[src/verilog/atp_pkg.sv]
// Package: register offsets, field positions and encodings of the trigger/pacer block
package atp_pkg;
  // Register offsets (16-bit I/O words)
  localparam logic [3:0] ATP_OFF_FIFO_STAT   = 4'h0;
  localparam logic [3:0] ATP_OFF_SCAN_PACER  = 4'h2;
  localparam logic [3:0] ATP_OFF_TRIG_CTRL   = 4'h4;
  // ADC data register sits on its own decode (separate region)
  localparam logic [3:0] ATP_OFF_ADC_DATA    = 4'h0;

  // adc_scan_pacer_control fields
  localparam int ATP_SP_FIRST_LSB  = 0;
  localparam int ATP_SP_LAST_LSB   = 4;
  localparam int ATP_SP_PACER_LSB  = 12;
  localparam int ATP_SP_DONE_BIT   = 14;

  // trigger_control_status fields
  localparam int ATP_TC_TSEL_LSB   = 0;
  localparam int ATP_TC_INV_BIT    = 2;
  localparam int ATP_TC_EDGE_BIT   = 3;
  localparam int ATP_TC_EN_BIT     = 4;
  localparam int ATP_TC_BURST_BIT  = 5;
  localparam int ATP_TC_PRE_BIT    = 6;
  localparam int ATP_TC_CLR_BIT    = 7;
  localparam int ATP_TC_LOEN_BIT   = 8;
  localparam int ATP_TC_HIEN_BIT   = 9;
  localparam int ATP_TC_HYST_BIT   = 10;
  localparam int ATP_TC_ARM_BIT    = 11;
  localparam int ATP_TC_SHORT_BIT  = 12;
  localparam int ATP_TC_UCLK_BIT   = 13;
  localparam int ATP_TC_FLOP_BIT   = 7;
  localparam int ATP_TC_INDEX_BIT  = 12;

  // Reset values
  localparam logic [15:0] ATP_SP_RESET = 16'h0000;
  localparam logic [15:0] ATP_TC_RESET = 16'h0000;

  // Encodings
  localparam logic [1:0] ATP_PACE_SW   = 2'h0;
  localparam logic [1:0] ATP_PACE_CTR  = 2'h1;
  localparam logic [1:0] ATP_PACE_FALL = 2'h2;
  localparam logic [1:0] ATP_PACE_RISE = 2'h3;
  localparam logic [1:0] ATP_TRIG_OFF  = 2'h0;
  localparam logic [1:0] ATP_TRIG_SW   = 2'h1;
  localparam logic [1:0] ATP_TRIG_DIG  = 2'h2;
  localparam logic [1:0] ATP_TRIG_ANA  = 2'h3;

  // Timing: 200 MHz clock, 10 MHz counter reference
  localparam int ATP_CLK_MHZ     = 200;
  localparam int ATP_REF_MHZ     = 10;
  localparam int ATP_REF_DIV     = ATP_CLK_MHZ / ATP_REF_MHZ;
  localparam int ATP_FIFO_DEPTH  = 512;
endpackage

[src/verilog/atp_trigger_pacer.sv]
// Trigger, pacer, analog threshold and scan control for the ADC path
// Operation
// - Pacer source field picks software, counter, external falling or rising.
// - In software pacing, any word write to ADC data starts one conversion.
// - Scan/pacer read bit 14 shows live conversion-done level.
// - Trigger source field picks off, software, digital input or analog compare.
// - Inverter bit flips external trigger so internal sense is rising/high.
// - Edge/level bit makes external control an edge trigger or level gate.
// - Enable bit lets selected trigger act; cleared, it has no effect.
// - First qualified edge after enable sets flop; later ones ignored until cleared.
// - Writing one to clear bit resets the flop; zero leaves it alone.
// - Trigger read bit 7 returns the trigger flop state.
// - Burst enable scans from first to last channel; cleared disables burst.
// - Pre-trigger enable selects pre-trigger mode with counter and short FIFO.
// - No threshold enables gives hysteresis, direction set by hysteresis sense.
// - Lower only, upper only, or both give slope or window output.
// - Upper threshold from analog output 1, lower from 0; upper not below lower.
// - Normal mode arms counter by half-full or immediately per short FIFO mode.
// - Pre-trigger mode arms counter after flop set and index done.
// - User counter 0 clocks from 10 MHz when select is 1, else pin.
// - Trigger read bit 12 shows pre-trigger index counter complete.
// - Channel advances after each conversion, reloads first after last.
`timescale 1ns/10ps
module atp_trigger_pacer
  import atp_pkg::*;
(
  input  wire logic        clk,
  input  wire logic        rst_n,
  // Register port (16-bit word I/O)
  input  wire logic        reg_wr,
  input  wire logic        reg_rd,
  input  wire logic        data_wr,
  input  wire logic [3:0]  reg_addr,
  input  wire logic [15:0] reg_wdata,
  output logic      [15:0] reg_rdata,
  // Converter and counter status
  input  wire logic        conversion_done,
  input  wire logic        counter_pacer,
  input  wire logic        adc_fifo_half_full,
  input  wire logic        pre_index_done,
  // External signals
  input  wire logic        ext_trigger_pin,
  input  wire logic        ext_pacer_pin,
  input  wire logic        above_upper,
  input  wire logic        below_lower,
  input  wire logic        user_counter_clock_pin,
  // Outputs
  output logic             convert_start,
  output logic [3:0]       mux_channel,
  output logic             trigger_flop_state,
  output logic             acq_gate,
  output logic             analog_trigger_out,
  output logic             sample_counter_arm,
  output logic             sample_counter_clk_en,
  output logic             user_counter_clk_en,
  output logic             burst_mode,
  output logic             pretrig_mode
);

  ////////////////////////////////////////////////////////////////////////
  // Registers and decode
  logic [15:0] sp_ff;
  logic [15:0] tc_ff;
  logic        wr_sp;
  logic        wr_tc;
  logic [1:0]  pacer_source_select;
  logic [1:0]  trigger_source_select;
  logic [3:0]  scan_first_channel;
  logic [3:0]  scan_last_channel;
  logic        ext_trigger_invert;
  logic        edge_or_level_select;
  logic        ext_trigger_enable;
  logic        burst_scan_enable;
  logic        pretrigger_enable;
  logic        lower_threshold_enable;
  logic        upper_threshold_enable;
  logic        hysteresis_sense;
  logic        arm_bit;
  logic        short_fifo_mode;
  logic        user_counter_clock_select;
  logic        trigger_flop_clear;

  assign wr_sp = reg_wr && (reg_addr == ATP_OFF_SCAN_PACER);
  assign wr_tc = reg_wr && (reg_addr == ATP_OFF_TRIG_CTRL);
  assign scan_first_channel     = sp_ff[ATP_SP_FIRST_LSB +: 4];
  assign scan_last_channel      = sp_ff[ATP_SP_LAST_LSB +: 4];
  assign pacer_source_select    = sp_ff[ATP_SP_PACER_LSB +: 2];
  assign trigger_source_select  = tc_ff[ATP_TC_TSEL_LSB +: 2];
  assign ext_trigger_invert     = tc_ff[ATP_TC_INV_BIT];
  assign edge_or_level_select   = tc_ff[ATP_TC_EDGE_BIT];
  assign ext_trigger_enable     = tc_ff[ATP_TC_EN_BIT];
  assign burst_scan_enable      = tc_ff[ATP_TC_BURST_BIT];
  assign pretrigger_enable      = tc_ff[ATP_TC_PRE_BIT];
  assign lower_threshold_enable = tc_ff[ATP_TC_LOEN_BIT];
  assign upper_threshold_enable = tc_ff[ATP_TC_HIEN_BIT];
  assign hysteresis_sense       = tc_ff[ATP_TC_HYST_BIT];
  assign arm_bit                = tc_ff[ATP_TC_ARM_BIT];
  assign short_fifo_mode        = tc_ff[ATP_TC_SHORT_BIT];
  assign user_counter_clock_select = tc_ff[ATP_TC_UCLK_BIT];
  // Write-clear is a pulse on the write itself; nothing to store or reset
  assign trigger_flop_clear = wr_tc && reg_wdata[ATP_TC_CLR_BIT];

  always_ff @(posedge clk or negedge rst_n) begin
    if (!rst_n) begin
      sp_ff <= ATP_SP_RESET;
    end else if (wr_sp) begin
      sp_ff <= {2'h0, reg_wdata[13:0]};
    end
  end

  always_ff @(posedge clk or negedge rst_n) begin
    if (!rst_n) begin
      tc_ff <= ATP_TC_RESET;
    end else if (wr_tc) begin
      // Clear bit is not kept, so it reads back as a status bit instead
      tc_ff <= {2'h0, reg_wdata[13:8], 1'b0, reg_wdata[6:0]};
    end
  end

  ////////////////////////////////////////////////////////////////////////
  // Input synchronisers: first stage is only read by the second
  logic [4:0] sync1_ff;
  logic [4:0] sync2_ff;
  logic [4:0] prev_ff;
  logic [4:0] raw_in;

  assign raw_in = {user_counter_clock_pin, below_lower, above_upper,
                   ext_pacer_pin, ext_trigger_pin};

  always_ff @(posedge clk or negedge rst_n) begin
    if (!rst_n) begin
      sync1_ff <= 5'h00;
      sync2_ff <= 5'h00;
      prev_ff  <= 5'h00;
    end else begin
      sync1_ff <= raw_in;
      sync2_ff <= sync1_ff;
      prev_ff  <= sync2_ff;
    end
  end

  ////////////////////////////////////////////////////////////////////////
  // Analog threshold logic over two comparator indications
  logic hi_s;
  logic lo_s;
  logic hyst_ff;
  logic ana_lvl;

  assign hi_s = sync2_ff[2];
  assign lo_s = sync2_ff[3];

  // Hysteresis state; thresholds are driven by analog outputs 1 and 0
  always_ff @(posedge clk or negedge rst_n) begin
    if (!rst_n) begin
      hyst_ff <= 1'b0;
    end else if (!hysteresis_sense) begin
      if (hi_s) begin
        hyst_ff <= 1'b1;
      end else if (lo_s) begin
        hyst_ff <= 1'b0;
      end
    end else begin
      if (lo_s) begin
        hyst_ff <= 1'b1;
      end else if (hi_s) begin
        hyst_ff <= 1'b0;
      end
    end
  end

  always_comb begin
    case ({upper_threshold_enable, lower_threshold_enable})
      2'h1:    ana_lvl = lo_s;
      2'h2:    ana_lvl = hi_s;
      2'h3:    ana_lvl = !hi_s && !lo_s;
      default: ana_lvl = hyst_ff;
    endcase
  end

  ////////////////////////////////////////////////////////////////////////
  // Trigger qualification and trigger flop
  logic ana_prev_ff;
  logic src_lvl;
  logic src_prev;
  logic src_edge;
  logic sw_trig;
  logic trig_ev;
  logic flop_ff;

  always_ff @(posedge clk or negedge rst_n) begin
    if (!rst_n) begin
      ana_prev_ff <= 1'b0;
    end else begin
      ana_prev_ff <= ana_lvl;
    end
  end

  // Software trigger fires on a write that selects the software source
  assign sw_trig = wr_tc && (reg_wdata[1:0] == ATP_TRIG_SW);

  always_comb begin
    case (trigger_source_select)
      ATP_TRIG_DIG: begin
        src_lvl  = sync2_ff[0] ^ ext_trigger_invert;
        src_prev = prev_ff[0] ^ ext_trigger_invert;
      end
      ATP_TRIG_ANA: begin
        src_lvl  = ana_lvl ^ ext_trigger_invert;
        src_prev = ana_prev_ff ^ ext_trigger_invert;
      end
      default: begin
        src_lvl  = 1'b0;
        src_prev = 1'b0;
      end
    endcase
  end

  assign src_edge = src_lvl && !src_prev;
  assign trig_ev  = ext_trigger_enable &&
                    (((trigger_source_select == ATP_TRIG_SW) && sw_trig) ||
                     (src_edge && edge_or_level_select));

  // Set wins over a simultaneous clear only while the flop is low; with the flop set, clear wins and that trigger is dropped
  always_ff @(posedge clk or negedge rst_n) begin
    if (!rst_n) begin
      flop_ff <= 1'b0;
    end else if (trig_ev && !flop_ff) begin
      flop_ff <= 1'b1;
    end else if (trigger_flop_clear) begin
      flop_ff <= 1'b0;
    end
  end

  ////////////////////////////////////////////////////////////////////////
  // Pacing and conversion start
  logic pace_tick;
  logic gate_ok;
  logic ctr_prev_ff;
  logic data_wr_sw;

  always_ff @(posedge clk or negedge rst_n) begin
    if (!rst_n) begin
      ctr_prev_ff <= 1'b0;
    end else begin
      ctr_prev_ff <= counter_pacer;
    end
  end

  assign data_wr_sw = data_wr && (reg_addr == ATP_OFF_ADC_DATA);

  always_comb begin
    case (pacer_source_select)
      ATP_PACE_SW:   pace_tick = data_wr_sw;
      ATP_PACE_CTR:  pace_tick = counter_pacer && !ctr_prev_ff;
      ATP_PACE_FALL: pace_tick = !sync2_ff[1] && prev_ff[1];
      default:       pace_tick = sync2_ff[1] && !prev_ff[1];
    endcase
  end

  // Level gate or latched edge trigger; source off means free pacing, enable clear with a source selected shuts the gate
  always_comb begin
    if (trigger_source_select == ATP_TRIG_OFF || !ext_trigger_enable) begin
      gate_ok = (trigger_source_select == ATP_TRIG_OFF);
    end else if (!edge_or_level_select &&
                 trigger_source_select != ATP_TRIG_SW) begin
      gate_ok = src_lvl;
    end else begin
      gate_ok = flop_ff;
    end
  end

  always_ff @(posedge clk or negedge rst_n) begin
    if (!rst_n) begin
      convert_start <= 1'b0;
      acq_gate      <= 1'b0;
    end else begin
      // Software conversions bypass triggering; data value ignored
      convert_start <= pace_tick &&
                       (gate_ok || pacer_source_select == ATP_PACE_SW);
      acq_gate      <= gate_ok;
    end
  end

  ////////////////////////////////////////////////////////////////////////
  // Channel scan: load first on write, step on each conversion
  logic done_prev_ff;

  always_ff @(posedge clk or negedge rst_n) begin
    if (!rst_n) begin
      done_prev_ff <= 1'b1;
    end else begin
      done_prev_ff <= conversion_done;
    end
  end

  always_ff @(posedge clk or negedge rst_n) begin
    if (!rst_n) begin
      mux_channel <= 4'h0;
    end else if (wr_sp) begin
      mux_channel <= reg_wdata[ATP_SP_FIRST_LSB +: 4];
    end else if (conversion_done && !done_prev_ff) begin
      if (mux_channel == scan_last_channel) begin
        mux_channel <= scan_first_channel;
      end else begin
        mux_channel <= mux_channel + 4'h1;
      end
    end
  end

  ////////////////////////////////////////////////////////////////////////
  // Sample counter arming and clock source
  logic [4:0] ref_cnt_ff;
  logic       ref_tick;
  logic       arm_ok;

  assign ref_tick = (ref_cnt_ff == 5'(ATP_REF_DIV - 1));

  always_ff @(posedge clk or negedge rst_n) begin
    if (!rst_n) begin
      ref_cnt_ff <= 5'h00;
    end else if (ref_tick) begin
      ref_cnt_ff <= 5'h00;
    end else begin
      ref_cnt_ff <= ref_cnt_ff + 5'h01;
    end
  end

  // Pre-trigger arming only takes once trigger and index are complete
  assign arm_ok = arm_bit &&
                  (!pretrigger_enable || (flop_ff && pre_index_done));

  always_ff @(posedge clk or negedge rst_n) begin
    if (!rst_n) begin
      sample_counter_arm    <= 1'b0;
      sample_counter_clk_en <= 1'b0;
      user_counter_clk_en   <= 1'b0;
      burst_mode            <= 1'b0;
      pretrig_mode          <= 1'b0;
      trigger_flop_state    <= 1'b0;
      analog_trigger_out    <= 1'b0;
    end else begin
      sample_counter_arm    <= arm_ok;
      sample_counter_clk_en <= arm_ok && (short_fifo_mode ?
                               pace_tick : adc_fifo_half_full);
      user_counter_clk_en   <= user_counter_clock_select ? ref_tick :
                               (sync2_ff[4] && !prev_ff[4]);
      burst_mode            <= burst_scan_enable;
      pretrig_mode          <= pretrigger_enable;
      trigger_flop_state    <= flop_ff;
      analog_trigger_out    <= ana_lvl;
    end
  end

  ////////////////////////////////////////////////////////////////////////
  // Read data
  always_ff @(posedge clk or negedge rst_n) begin
    if (!rst_n) begin
      reg_rdata <= 16'h0000;
    end else if (reg_rd) begin
      if (reg_addr == ATP_OFF_SCAN_PACER) begin
        reg_rdata <= 16'(conversion_done) << ATP_SP_DONE_BIT;
      end else if (reg_addr == ATP_OFF_TRIG_CTRL) begin
        reg_rdata <= (16'(flop_ff) << ATP_TC_FLOP_BIT) |
                     (16'(pre_index_done) << ATP_TC_INDEX_BIT);
      end else begin
        reg_rdata <= 16'h0000;
      end
    end
  end

endmodule // atp_trigger_pacer
[config.mk]
export PLATFORM = sky130hd
export DESIGN_NAME = atp_trigger_pacer
export DESIGN_NICKNAME = d
export VERILOG_FILES = /design/src/verilog/atp_pkg.sv /design/src/verilog/atp_trigger_pacer.sv
export SDC_FILE = /design/constraint.sdc
export NUM_CORES = 1
export LEC_CHECK = 0
export BUFFER_PORTS_ARGS = -buffer_cell sky130_fd_sc_hd__buf_4
export CAP_MARGIN = 20
export CORE_MARGIN = 1
export CORE_UTILIZATION = 40
export DETAILED_ROUTE_END_ITERATION = 12
export SYNTH_ARGS = -nofsm -noshare
export SYNTH_HDL_FRONTEND = slang
export SYNTH_SLANG_ARGS = --single-unit
[constraint.sdc]
create_clock -name clk -period 3.2 [get_ports clk]
set_input_delay 0.16 -clock clk [delete_from_list [all_inputs] [get_ports clk]]
set_output_delay 0.16 -clock clk [all_outputs]
set_load 0.02 [all_outputs]
==> results by group <==
Outcome
  • Status: finished with violations
  • Failing checks: DRC

Clock network
  • CTS buffer count: 9
  • Skew-Pair Late Insertion Delay: ~0.34 ns
  • Worst-case clock buffer depth: 2
  • Worst-path clk slew: roughly 0.070 ns
  • Post-CTS Setup Inserts: 0
  • CTS sink cnt: 61
  • Htree depth: 3
  • Clock root buffer master: clkbuf_8
  • PostCTS Resize Cnt: 0
  • CTS tree: done
  • Hold Buf Count CTS: 8

Routing
  • Drt total wl: 4639 µm
  • Via Count: 1794
  • Number of remaining DRC errors: 2
  • TritonRoute pass-1 iters: 8
  • Met3 wire length: 281 µm
  • Vias per std cell: 4.875
  • Remaining antenna violation count: 0
  • Routed WL per cell: 12.61 µm
  • DR top layer: met4
  • WL met2: a little over 2000 µm
  • Routed met1 length: 2232 µm
  • Initial DRC Count: 45

Timing
  • Slew HR: 49.42%
  • FMAX: 611.0 MHz
  • Endpoints failing setup: 0
  • Setup tns final: 0 ns
  • Slack of the critical path: 1.563 ns
  • Minimum clock period: 1.637 ns
  • Skew final: 0.008135 ns
  • Fin crit share: between 50% and 60%
  • RSZ-0062 raised after global routing: false
  • Final Max Tran Viols: 0
  • Final hold vios: 0
  • Worst slew pin tran: 0.7587 ns

Synth
  • Synth warnings: 0
  • Synth top area cells: dfrtp_1, mux2_2, nand2_1
  • Number of synthesized flops with an enable pin: 0
  • Gate count after technology mapping: 224
  • Most frequent cell after synthesis: dfrtp_1
  • Area leader, netlist: dfrtp_1
  • Most frequent cells after synthesis: dfrtp_1, nand2_1, buf_4
  • Flops & latches, synth: a little over 60
  • Share of Yosys cell area claimed by the top area cell type: 57.25%
  • Synth Cell Area: 2623 µm²
  • Async set-or-reset flop fraction in the synthesized netlist: 100.0%
  • Post-synthesis sequential area ratio: 58.25%
  • Ys flop type: dfrtp_1
  • Mean Syn Cell Area: 11.71 µm²
  • Unique cell type count in the Yosys netlist: 46

Worst setup path
  • CP cell instances: xor2_1 > nor4_4 > nor2_1 > a211oi_1 > o21ai_1
  • Critical path's largest stage delay: 0.45 ns
  • WS Path Type: flip-flop to flip-flop
  • Critical Path Fanout Max: 7
  • CP max stage cell: nor4_4
  • Startpoint class of the critical path: flip-flop
  • Crit path DAT: ~1.9 ns
  • CP endpoint kind: flip-flop
  • R2r startpoint: mux_channel[1]
  • CP bufs+invs: 0
  • CP top delay family: simple AND/OR/NAND/NOR gates
  • CP required: 3.41 ns
  • Origin of the worst setup path: mux_channel[1]

Finish
  • Share of cells above drive strength 1: between 20% and 30%
  • # diodes: 0
  • Layout Nets: 322
  • Fill cell count: 581
  • Layout area overhead: 26.24%

Floorplan
  • FP Rows: 29
  • Die W: 82.97 µm
  • Initial core utilization: 41.30%
  • Die Y: 82.97 µm
  • Die area: 6884 µm²
  • Core ar.: 6350 µm²
  • # IOs: between 60 and 70

Global routing
  • First-pass GRT wire length: 8031 µm
  • Total track usage: 15.22%
  • Remaining global-route overflow: 0
  • Initial antenna violation count: 0
  • Vias in the first global route: 1692
  • Pin count of the biggest net entering global routing: 62

Placed design
  • Worst slack at placement: 1.524 ns
  • Routability-driven placement congestion ratio: 0.7465
  • # port buffers: 47
  • Hpwl dp: 3212 µm

Power
  • Sw Pwr: ~0.00064 W
  • Clock share of power: 34.9%
  • Maximum vdd ir drop: about 0.00032 V
  • Internal power: 0.001604 W
  • Leak: 1.556 nW
  • Power share of the sequential group: 44.9%
  • PD cells: 677.0 nW/µm²
  • Comb pwr share: 20.2%
  • Sw Ratio: 28.43%

Min path
  • HP Start: reg_wdata[5]
  • Worst hold path type: primary input to flip-flop

Job
  • Max-cap violations: 0
[cell families (layout without fill, tap and decap cells)]
| logic type | after synthesis | count (layout) | synth area share (%) |
|---|---|---|---|
| buffers and inverters | 22 | 77 | 5.439 |
| and+or+nand+nor | 82 | 82 | 16.75 |
| other | 1 | 13 | 0.1430 |
| AOI/OAI and AO/OA | 29 | 29 | 7.873 |
| adders and majority gates | 2 | 2 | 0.9540 |
| xor gates and xnor gates | 7 | 7 | 2.338 |
| DFF | 61 | 61 | 58.25 |
| muxes | 20 | 20 | 8.254 |
[final timing paths]
check                                 end  slack, ns  cells past startpoint
hold reg to reg               sync2_ff[3]       0.35                      0
max in group asynchronous  mux_channel[1]       2.26                      2
setup reg to reg           mux_channel[2]       1.56                      5
setup / recovery           mux_channel[2]       1.56                      5
min in group asynchronous   ref_cnt_ff[4]       0.42                      2
hold / removal                   sp_ff[5]       0.02                      3
[flip-flops by register name, indices dropped and copies added (netlist names), 3 cells and up]
register / flops
sp_ff: 10
ref_cnt_ff: 5
sync2_ff: 5
reg_rdata: 3
sync1_ff: 5
tc_ff: 13
mux_channel: 4
prev_ff: 3
[worst register-to-register path: cells and delay by family (launching register included)]
kind,cells,cell delay (ns)
flip-flops,1,0.43
AND/OR/NAND/NOR,2,0.54
XOR/XNOR,1,0.19
AO/OA/AOI/OAI,2,0.36
[stage by stage]
| stage | area, µm² | hold slack (ns) | util (%) | cells | power [W] |
|---|---|---|---|---|---|
| after floorplan | 2668 | -0.1356 | - | 236 | 0.001299 |
| after global placement | 2997 | 0.2697 | 47.19 | 344 | 0.001462 |
| after detailed placement | 2997 | 0.2704 | 47.19 | 344 | 0.001473 |
| after CTS | 3311 | 0.002263 | 52.14 | 368 | 0.002277 |
| after global routing | 3311 | 0.01536 | 52.14 | 368 | 0.002381 |
| final | 3311 | 0.01973 | 52.14 | 368 | 0.002241 |
[cells in the final DEF, fill, tap and decap left out, types with 7 or more instances in the layout]
master / netlist / routed
mux2i_1: 7 / 7
conb_1: 1 / 13
buf_4: 14 / 47
clkbuf_8: 0 / 11
dlygate4sd3_1: 0 / 8
nand2_1: 39 / 39
nor2_1: 7 / 7
dfrtp_1: 60 / 60
o21ai_0: 10 / 10
mux2_2: 13 / 13
[area by class of cell]
class                      count  area, µm²  share of cell area [%]
inverter                       6      22.52                  0.6803
timing repair buffer          55      432.9                   13.08
clock inverter                 5      82.58                   2.494
tap                           77      96.34                   2.910
sequential                    61       1528                   46.15
clock buffer                  11      151.4                   4.573
multi-input combinational    153      997.2                   30.12
[power groups by stage]
stage	Combinational (W)	Clock, W	Sequential [W]
finish	0.000452	0.000783	0.00101
global route	0.000497	0.000857	0.00103
CTS	0.000459	0.000809	0.00101
detailed placement	0.000451	0	0.00102
global placement	0.000441	0	0.00102
floorplan	0.000245	0	0.00105
[routing by layer]
layer / GRT usage (%) / vias up
li1: - / 881
met1: 20.42 / 850
met2: 21.39 / 53
met3: 5.765 / 10
met4: 7.994 / 0
met5: 0 / -
Power figures use the tool's default switching activity.
